$ cat config.mk
export PLATFORM = sky130hd
export DESIGN_NAME = baer_core
export DESIGN_NICKNAME = d
export VERILOG_FILES = /design/src/rtl/baer_pkg.sv /design/src/rtl/baer_core.sv
export VERILOG_INCLUDE_DIRS = /design/src /design/src/rtl
export SDC_FILE = /design/constraint.sdc
export NUM_CORES = 1
export LEC_CHECK = 0
export ABC_AREA = 1
export BUFFER_PORTS_ARGS = -buffer_cell sky130_fd_sc_hd__buf_2
export CORE_UTILIZATION = 38
export DETAILED_ROUTE_END_ITERATION = 12
export PLACE_DENSITY = 0.79
export SKIP_CTS_REPAIR_TIMING = 1
export SYNTH_ARGS = -nofsm -noshare
export SYNTH_HDL_FRONTEND = slang
export SYNTH_SLANG_ARGS = --single-unit
$ cat constraint.sdc
create_clock -name clock -period 1.5 [get_ports clock]
set_input_delay 0.15 -clock clock [delete_from_list [all_inputs] [get_ports clock]]
set_output_delay 0.15 -clock clock [all_outputs]
set_load 0.05 [all_outputs]
$ cat src/rtl/baer_map.svh
// register-free constants for the bridge abort and system-error logic
`ifndef BAER_MAP_SVH
`define BAER_MAP_SVH
`define BAER_ALL_ONES    32'hffff_ffff
`define BAER_MA_MODE_ERR 1'h1
`endif

$ cat src/rtl/baer_pkg.sv
// types for the bridge abort and system-error logic
package baer_pkg;
  // master-abort event reported by a transaction master
  typedef struct packed {
    logic valid;
    logic upstream;
    logic posted;
    logic exclusive;
    logic special;
    logic read;
  } baer_abort_t;

  // outcome presented back to the originating bus
  typedef struct packed {
    logic        valid;
    logic        target_abort;
    logic        trdy_ok;
    logic        drop_write;
    logic [31:0] rdata;
  } baer_resp_t;

  // sticky status flags
  typedef struct packed {
    logic pri_rma;
    logic pri_sta;
    logic pri_sse;
    logic sec_rma;
    logic sec_sta;
    logic sec_rse;
  } baer_stat_t;
endpackage : baer_pkg

$ cat src/rtl/baer_core.sv
// master-abort handling, status flags and hub serr special-cycle requests
`include "baer_map.svh"
module baer_core
  import baer_pkg::*;
(
  input  wire logic        clock,
  input  wire logic        rst_n,
  input  wire logic        ma_mode,
  input  wire logic        serr_en,
  input  wire logic        serr_fwd_en,
  input  wire logic        ta_serr_en,
  input  wire logic        tmo_serr_en,
  input  wire logic        par_serr_en,
  input  wire baer_abort_t abort_in,
  input  wire logic        sec_serr_n_pin,
  input  wire logic        ta_detect,
  input  wire logic        dly_timeout,
  input  wire logic        wr_parity_err,
  input  wire baer_stat_t  stat_clear,
  output baer_resp_t       resp,
  output baer_stat_t       status,
  output logic             hub_serr_req,
  input  wire logic        hub_serr_ack,
  output logic             hub_serr_pend
);

  logic       rst_s1_ff;
  logic       rst_s2_ff;
  logic       serr_s1_ff;
  logic       serr_s2_ff;
  baer_stat_t stat_ff;
  baer_stat_t nxt_stat;
  baer_resp_t resp_ff;
  baer_resp_t nxt_resp;
  logic       pend_ff;
  logic       nxt_pend;

  // reset release synchroniser
  always_ff @(posedge clock or negedge rst_n) begin
    if (!rst_n) begin
      rst_s1_ff <= 1'b0;
      rst_s2_ff <= 1'b0;
    end else begin
      rst_s1_ff <= 1'b1;
      rst_s2_ff <= rst_s1_ff;
    end
  end
  wire rst_sn = rst_s2_ff;

  // secondary serr is a pin: two flops before use
  always_ff @(posedge clock or negedge rst_sn) begin
    if (!rst_sn) begin
      serr_s1_ff <= 1'b0;
      serr_s2_ff <= 1'b0;
    end else begin
      serr_s1_ff <= ~sec_serr_n_pin;
      serr_s2_ff <= serr_s1_ff;
    end
  end
  wire sec_serr_seen = serr_s2_ff;

  // classification of an incoming master-abort
  wire ab_v     = abort_in.valid & ~abort_in.special;
  wire ab_up    = ab_v & abort_in.upstream;
  // exclusive only travels downstream
  wire ab_excl  = ab_v & abort_in.exclusive & ~abort_in.upstream;
  wire ab_np    = ab_v & ~abort_in.posted;
  wire ab_err   = ab_excl | (ab_v & (ma_mode == `BAER_MA_MODE_ERR));
  wire ab_ta    = ab_np & ab_err;
  wire ab_compat = ab_np & ~ab_err;
  wire ab_post_serr = ab_v & abort_in.posted & (ma_mode == `BAER_MA_MODE_ERR);

  // other system error sources, each gated by its enable
  wire fwd_serr = sec_serr_seen & serr_fwd_en & serr_en;
  wire ta_serr  = ta_detect & ta_serr_en & serr_en;
  wire tmo_serr = dly_timeout & tmo_serr_en & serr_en;
  wire par_serr = wr_parity_err & par_serr_en & serr_en;
  wire post_serr = ab_post_serr & serr_en;
  wire any_serr = fwd_serr | ta_serr | tmo_serr | par_serr | post_serr;

  // flag set terms
  baer_stat_t set_v;
  assign set_v.pri_rma = ab_up;
  assign set_v.sec_rma = ab_v & ~abort_in.upstream;
  assign set_v.sec_sta = ab_ta & abort_in.upstream;
  assign set_v.pri_sta = ab_ta & ~abort_in.upstream;
  assign set_v.pri_sse = any_serr;
  assign set_v.sec_rse = sec_serr_seen;

  // set wins over clear
  assign nxt_stat = set_v | (stat_ff & ~stat_clear);

  always_comb begin
    nxt_resp              = '0;
    nxt_resp.valid        = ab_np;
    nxt_resp.target_abort = ab_ta;
    nxt_resp.trdy_ok      = ab_compat;
    nxt_resp.drop_write   = ab_compat & ~abort_in.read;
    nxt_resp.rdata        = (ab_compat & abort_in.read) ? `BAER_ALL_ONES : '0;
  end

  // one pending special cycle; new errors while pending merge into it
  assign nxt_pend = any_serr | (pend_ff & ~hub_serr_ack);

  always_ff @(posedge clock or negedge rst_sn) begin
    if (!rst_sn) begin
      stat_ff <= '0;
      resp_ff <= '0;
      pend_ff <= 1'b0;
    end else begin
      stat_ff <= nxt_stat;
      resp_ff <= nxt_resp;
      pend_ff <= nxt_pend;
    end
  end

  assign status        = stat_ff;
  assign resp          = resp_ff;
  assign hub_serr_pend = pend_ff;
  assign hub_serr_req  = pend_ff;

  a_compat_read_ones: assert property (@(posedge clock) disable iff (!rst_sn)
    (abort_in.valid && !abort_in.special && !abort_in.posted && !abort_in.exclusive
     && abort_in.read && !ma_mode) |=> (resp.trdy_ok && resp.rdata == `BAER_ALL_ONES))
    else $error("compat read abort did not return all ones");
  a_compat_write_drop: assert property (@(posedge clock) disable iff (!rst_sn)
    (abort_in.valid && !abort_in.special && !abort_in.posted && !abort_in.exclusive
     && !abort_in.read && !ma_mode) |=> (resp.drop_write && !resp.target_abort))
    else $error("compat write abort not dropped");
  a_special_silent: assert property (@(posedge clock) disable iff (!rst_sn)
    (abort_in.valid && abort_in.special && !ta_detect && !dly_timeout && !wr_parity_err
     && !serr_s2_ff) |=> (!resp.valid && $stable(status.pri_rma) || $past(stat_clear.pri_rma)))
    else $error("special cycle abort was reported");
  a_pri_rma_set: assert property (@(posedge clock) disable iff (!rst_sn)
    (abort_in.valid && !abort_in.special && abort_in.upstream) |=> status.pri_rma)
    else $error("primary received master-abort not set");
  a_sec_rma_set: assert property (@(posedge clock) disable iff (!rst_sn)
    (abort_in.valid && !abort_in.special && !abort_in.upstream) |=> status.sec_rma)
    else $error("secondary received master-abort not set");
  a_up_tabort: assert property (@(posedge clock) disable iff (!rst_sn)
    (abort_in.valid && !abort_in.special && abort_in.upstream && !abort_in.posted && ma_mode)
    |=> (resp.target_abort && status.sec_sta))
    else $error("upstream abort not target-aborted");
  a_dn_tabort: assert property (@(posedge clock) disable iff (!rst_sn)
    (abort_in.valid && !abort_in.special && !abort_in.upstream && !abort_in.posted && ma_mode)
    |=> (resp.target_abort && status.pri_sta))
    else $error("downstream abort not target-aborted");
  a_excl_tabort: assert property (@(posedge clock) disable iff (!rst_sn)
    (abort_in.valid && !abort_in.special && !abort_in.upstream && abort_in.exclusive
     && !abort_in.posted) |=> resp.target_abort)
    else $error("exclusive abort not target-aborted");
  a_posted_serr: assert property (@(posedge clock) disable iff (!rst_sn)
    (abort_in.valid && !abort_in.special && abort_in.posted && ma_mode && serr_en)
    |=> (hub_serr_req && status.pri_sse))
    else $error("posted abort did not raise serr");
  a_rse_set: assert property (@(posedge clock) disable iff (!rst_sn)
    serr_s2_ff |=> status.sec_rse)
    else $error("received system error not set");
  a_serr_gated: assert property (@(posedge clock) disable iff (!rst_sn)
    (!serr_en && !hub_serr_pend) |=> !hub_serr_req)
    else $error("special cycle without serr enable");
  a_ta_serr: assert property (@(posedge clock) disable iff (!rst_sn)
    (ta_detect && ta_serr_en && serr_en) |=> hub_serr_req)
    else $error("target-abort serr missing");
  a_tmo_serr: assert property (@(posedge clock) disable iff (!rst_sn)
    (dly_timeout && tmo_serr_en && serr_en) |=> hub_serr_req)
    else $error("timeout serr missing");
  a_par_serr: assert property (@(posedge clock) disable iff (!rst_sn)
    (wr_parity_err && par_serr_en && serr_en) |=> hub_serr_req)
    else $error("parity serr missing");
  a_flag_sticky: assert property (@(posedge clock) disable iff (!rst_sn)
    (status.pri_rma && !stat_clear.pri_rma) |=> status.pri_rma)
    else $error("flag dropped without clear");

  // response shape in master-abort mode 0 and for special-cycle aborts
  a_mode0_compat: assert property (@(posedge clock) disable iff (!rst_sn)
    (abort_in.valid && !abort_in.special && !abort_in.posted && !abort_in.exclusive
     && !ma_mode) |=> (resp.valid && resp.trdy_ok && !resp.target_abort))
    else $error("mode 0 abort was not completed normally");
  a_mode0_post_quiet: assert property (@(posedge clock) disable iff (!rst_sn)
    (abort_in.valid && !abort_in.special && abort_in.posted && !ma_mode && !hub_serr_pend
     && !ta_detect && !dly_timeout && !wr_parity_err && !serr_s2_ff) |=> !hub_serr_req)
    else $error("mode 0 posted abort raised a system error");
  a_special_no_resp: assert property (@(posedge clock) disable iff (!rst_sn)
    (abort_in.valid && abort_in.special) |=> !resp.valid)
    else $error("special cycle abort produced a response");
  a_special_no_flag: assert property (@(posedge clock) disable iff (!rst_sn)
    (abort_in.valid && abort_in.special && !stat_clear.sec_rma && !stat_clear.pri_sta)
    |=> (status.sec_rma == $past(status.sec_rma) && status.pri_sta == $past(status.pri_sta)))
    else $error("special cycle abort set a flag");
  a_compat_read_keep: assert property (@(posedge clock) disable iff (!rst_sn)
    (abort_in.valid && !abort_in.special && !abort_in.posted && !abort_in.exclusive
     && abort_in.read && !ma_mode) |=> (resp.valid && !resp.drop_write))
    else $error("compat read abort lost its completion");
  a_compat_write_trdy: assert property (@(posedge clock) disable iff (!rst_sn)
    (abort_in.valid && !abort_in.special && !abort_in.posted && !abort_in.exclusive
     && !abort_in.read && !ma_mode) |=> (resp.valid && resp.trdy_ok))
    else $error("compat write abort not completed with trdy");
  a_resp_one_kind: assert property (@(posedge clock) disable iff (!rst_sn)
    resp.valid |-> (resp.trdy_ok != resp.target_abort))
    else $error("response neither or both of trdy and target-abort");
  a_rdata_ones: assert property (@(posedge clock) disable iff (!rst_sn)
    (resp.trdy_ok && !resp.drop_write) |-> resp.rdata == `BAER_ALL_ONES)
    else $error("normal read completion without all-ones data");

  // status flags per direction and abort kind
  a_up_no_sec_rma: assert property (@(posedge clock) disable iff (!rst_sn)
    (abort_in.valid && abort_in.upstream && !stat_clear.sec_rma)
    |=> status.sec_rma == $past(status.sec_rma))
    else $error("upstream abort touched secondary received master-abort");
  a_dn_no_pri_rma: assert property (@(posedge clock) disable iff (!rst_sn)
    (abort_in.valid && !abort_in.upstream && !stat_clear.pri_rma)
    |=> status.pri_rma == $past(status.pri_rma))
    else $error("downstream abort touched primary received master-abort");
  a_up_ta_resp: assert property (@(posedge clock) disable iff (!rst_sn)
    (abort_in.valid && !abort_in.special && abort_in.upstream && !abort_in.posted && ma_mode)
    |=> (resp.valid && !resp.trdy_ok && status.pri_rma))
    else $error("upstream error-mode abort completed normally");
  a_dn_ta_resp: assert property (@(posedge clock) disable iff (!rst_sn)
    (abort_in.valid && !abort_in.special && !abort_in.upstream && !abort_in.posted && ma_mode)
    |=> (resp.valid && !resp.trdy_ok && !resp.drop_write && status.sec_rma))
    else $error("downstream error-mode abort completed normally");
  a_posted_no_resp: assert property (@(posedge clock) disable iff (!rst_sn)
    (abort_in.valid && abort_in.posted) |=> !resp.valid)
    else $error("posted abort produced a response");
  a_posted_rma: assert property (@(posedge clock) disable iff (!rst_sn)
    (abort_in.valid && !abort_in.special && abort_in.posted && ma_mode && !abort_in.upstream)
    |=> status.sec_rma)
    else $error("posted abort lost received master-abort");
  a_sse_needs_en: assert property (@(posedge clock) disable iff (!rst_sn)
    (!serr_en && !stat_clear.pri_sse) |=> status.pri_sse == $past(status.pri_sse))
    else $error("signaled system error set without enable");
  a_excl_up_plain: assert property (@(posedge clock) disable iff (!rst_sn)
    (abort_in.valid && !abort_in.special && abort_in.upstream && abort_in.exclusive
     && !abort_in.posted && !ma_mode) |=> (resp.trdy_ok && !resp.target_abort))
    else $error("upstream exclusive abort was target-aborted");
  a_excl_sta: assert property (@(posedge clock) disable iff (!rst_sn)
    (abort_in.valid && !abort_in.special && !abort_in.upstream && abort_in.exclusive
     && !abort_in.posted) |=> status.pri_sta)
    else $error("exclusive abort did not flag signaled target-abort");

  // special-cycle request handshake and its sources
  a_req_holds: assert property (@(posedge clock) disable iff (!rst_sn)
    (hub_serr_req && !hub_serr_ack) |=> hub_serr_req)
    else $error("special cycle request dropped before acceptance");
  a_req_ends: assert property (@(posedge clock) disable iff (!rst_sn)
    (hub_serr_ack && !ta_detect && !dly_timeout && !wr_parity_err && !serr_s2_ff
     && !(abort_in.valid && abort_in.posted)) |=> !hub_serr_req)
    else $error("special cycle request stayed after acceptance");
  a_req_flags_sse: assert property (@(posedge clock) disable iff (!rst_sn)
    $rose(hub_serr_req) |-> status.pri_sse)
    else $error("special cycle request without signaled system error");
  a_pin_to_rse: assert property (@(posedge clock) disable iff (!rst_sn)
    !sec_serr_n_pin |=> ##2 status.sec_rse)
    else $error("serr pin did not reach received system error");
  a_fwd_blocked: assert property (@(posedge clock) disable iff (!rst_sn)
    (serr_s2_ff && !serr_fwd_en && !hub_serr_pend && !ta_detect && !dly_timeout
     && !wr_parity_err && !(abort_in.valid && abort_in.posted)) |=> !hub_serr_req)
    else $error("secondary serr forwarded without forward enable");
  a_fwd_serr: assert property (@(posedge clock) disable iff (!rst_sn)
    (serr_s2_ff && serr_fwd_en && serr_en) |=> (hub_serr_req && status.pri_sse))
    else $error("secondary serr not forwarded");
  a_ta_blocked: assert property (@(posedge clock) disable iff (!rst_sn)
    (ta_detect && !ta_serr_en && !hub_serr_pend && !serr_s2_ff && !dly_timeout
     && !wr_parity_err && !(abort_in.valid && abort_in.posted)) |=> !hub_serr_req)
    else $error("target-abort serr without its enable");
  a_tmo_blocked: assert property (@(posedge clock) disable iff (!rst_sn)
    (dly_timeout && !tmo_serr_en && !hub_serr_pend && !serr_s2_ff && !ta_detect
     && !wr_parity_err && !(abort_in.valid && abort_in.posted)) |=> !hub_serr_req)
    else $error("timeout serr without its enable");
  a_par_blocked: assert property (@(posedge clock) disable iff (!rst_sn)
    (wr_parity_err && !par_serr_en && !hub_serr_pend && !serr_s2_ff && !ta_detect
     && !dly_timeout && !(abort_in.valid && abort_in.posted)) |=> !hub_serr_req)
    else $error("parity serr without its enable");

  // every flag follows the same sticky rule; a clear loses to a set
  for (genvar i = 0; i < $bits(baer_stat_t); i++) begin : g_flag
    a_flag_hold: assert property (@(posedge clock) disable iff (!rst_sn)
      (status[i] && !stat_clear[i]) |=> status[i])
      else $error("status flag dropped without clear");
    a_flag_clear: assert property (@(posedge clock) disable iff (!rst_sn)
      (stat_clear[i] && !set_v[i]) |=> !status[i])
      else $error("status flag not cleared");
  end
endmodule : baer_core

==> reports/results.tsv <==
metric	value	unit
Initial DRT Pass Iterations	4	
R2R depth	6	
clk slew on worst S/H paths	0.09	ns
M1 GR Usage	0.104	
status	completed	
# clock sinks	16	
Total GRT Usage	0.121	
Max Freq	0.753	GHz
Ports	69	
met3 usage	0.0187	
synth top area cells	dfrtp_1 47%, buf_4 28%, nand2_1 6.6%	
GRT busiest layer	met2	
Num CTS Buffers	3	
FF+latch area	402	sq um
Crit Path Max Fanout	32	
Crit Path Class	reg2out	
post-synth top area share	0.471	
CP arrival	1.18	ns
Initial Util	0.420	
Max transition margin	0.631	
Buf+Inv Stages, Crit Path	1	
Yosys reg bits	16	
Final Cycle Share	0.885	
dpl hpwl	1.15	mm
share of layout cells above drive strength 1	0.582	
DIE AREA	2430	sq um
Post-Syn Area	850	sq um
Lkg Pwr	0.000688	uW
Vias/cell	4.30	
final setup violating endpoints	0	
distinct cell type count after synthesis	16	
initial antenna violation count	0	
worst-margin pin slew	0.553	ns
Crit path max-delay family	flip-flops	
Syn Nets	118	
RSZ-0062 raised after global routing	no	
largest net degree at the start of global routing	33	
Final Hold Viols	0	
CTS tree	done	
htree depth	1	
VDD IR max	0.602	mV
Hold/Removal Path Class	in2reg	
Flop pwr share	0.494	
Worst Setup Start Kind	flop	
skew final	0.00489	ns
Port Buf Inserts	68	
core area	2020	sq um
first-pass GRT wire length	2.20	mm
internal power	622	uW
CP Capture Type	primary output	
Syn Inst Count	93	
vias in the first global route	589	
total of max-cap violations	0	
routed len/inst	8.63	um
synth warn	0	
nets@finish	160	
Crit path depth	1	
GRT overflow	0	
initial DRC count	3	
Routed WL	1.39	mm
Hold Crit Depth	2	
Clk pwr share	0.232	
P_sw	336	uW
Critical Path RT	1.35	ns
CP cell instances	buf_2	
fin crit period	1.33	ns
Vias	693	
critical path's slowest cell	dfrtp_2	
Switching Fraction	0.351	
row cnt	16	
hold_ws	0.00657	ns
Comb pwr share	0.274	
worst skew pair latency	0.27	ns
Avg Cell Area, Syn	9.14	sq um
area delta synth->final	20.2	%
chip height	49.3	um
Fin Setup TNS	0	ns
filler cell count	192	
area occupied by multi-input gates	160	sq um
die width	49.3	um
sequential share of the synthesized area	0.471	
GR Util met2	0.249	
area leader, netlist	dfrtp_1	
Diodes inserted	0	
Max Buffers Root-to-Sink	2	
gpl congestion	0.644	
Final Max Tran Viols	0	
Remaining DRCs	0	
post-route ant nets	0	
Root Buffer	clkbuf_4	
PD cells	938	nW/um^2
Critical Path Max Stage Delay	0.57	ns
worst paths after layout:
| path | end | from | slack, ns |
|---|---|---|---|
| min in group asynchronous | rst_s1_ff$_DFF_PN0_ | rst_n | 0.18 |
| min | serr_s1_ff$_DFF_PN0_ | sec_serr_n_pin | 0.007 |
| min reg2reg | status[4]$_DFF_PN0_ | rst_s2_ff$_DFF_PN0_ | 0.23 |
| max in group asynchronous | resp[30]$_DFF_PN0_ | rst_s2_ff$_DFF_PN0_ | 0.88 |
| max | resp[17] | resp[30]$_DFF_PN0_ | 0.17 |
| max reg2reg | status[3]$_DFF_PN0_ | sec_serr_seen$_DFF_PN0_ | 0.60 |
metrics by stage:
stage	area, sq um	setup WS [ns]	instances	total power, uW	utilization
finish	1020	0.172	161	957	0.505
global route	1020	0.0821	161	1010	0.505
CTS	1010	0.139	160	971	0.500
detailed placement	985	0.460	156	744	0.487
global placement	985	0.486	156	739	0.487
floorplan	851	0.306	93	696	-
Yosys cell counts, drive strengths merged:
master / n
dfrtp: 16
nand2: 17
o21ai: 1
o21bai: 1
nand3: 3
a21boi: 1
inv: 13
buf: 32
nand4: 2
nor2: 4
conb: 1
o22ai: 2
registers in the layout, indices dropped and copies added (netlist names):
name	cells
resp	5
sec_serr_seen	1
hub_serr_pend	1
status	6
serr_s1_ff	1
rst_s1_ff	1
rst_s2_ff	1
power groups by stage:
stage	Sequential, uW	Combinational, uW	Clock [uW]
finish	473	263	222
global route	477	276	258
CTS	474	262	235
detailed placement	482	262	0
global placement	481	258	0
floorplan	540	155	0
final cells by class:
class	count	area share
clock buffers	4	0.0257
inverters	13	0.0478
multi-input cells	32	0.157
flip-flops and latches	16	0.393
well taps	27	0.0331
repair buffers	69	0.343
cells in the final DEF, fill, tap and decap left out:
cell and count:
o21bai_1 1, o21ai_1 1, a21boi_1 1, dfrtp_1 15
nand3_1 2, nor2_4 1, conb_1 1, o22ai_1 2
nand2_2 2, buf_2 68, dfrtp_2 1, dlygate4sd3_1 1
clkbuf_1 1, inv_2 2, nand3_2 1, nand4_1 2
inv_1 11, clkbuf_4 3, nor2_1 3, nand2_1 15
routing by layer:
metal  routed length [um]  vias up
met3                  157        2
met1                  472      306
li1                     -      332
met4                   14        0
met2                  745       53
met5                    0        -
cell families (layout without fill, tap and decap cells):
family                 Yosys count  count (layout)  synth area share
other                            1               1           0.00441
AOI/OAI and AO/OA                5               5            0.0383
DFF                             16              16             0.471
buffers and inverters           45              86             0.340
and+or+nand+nor                 26              26             0.146
Note: power is estimated with default switching activity, not from simulation.
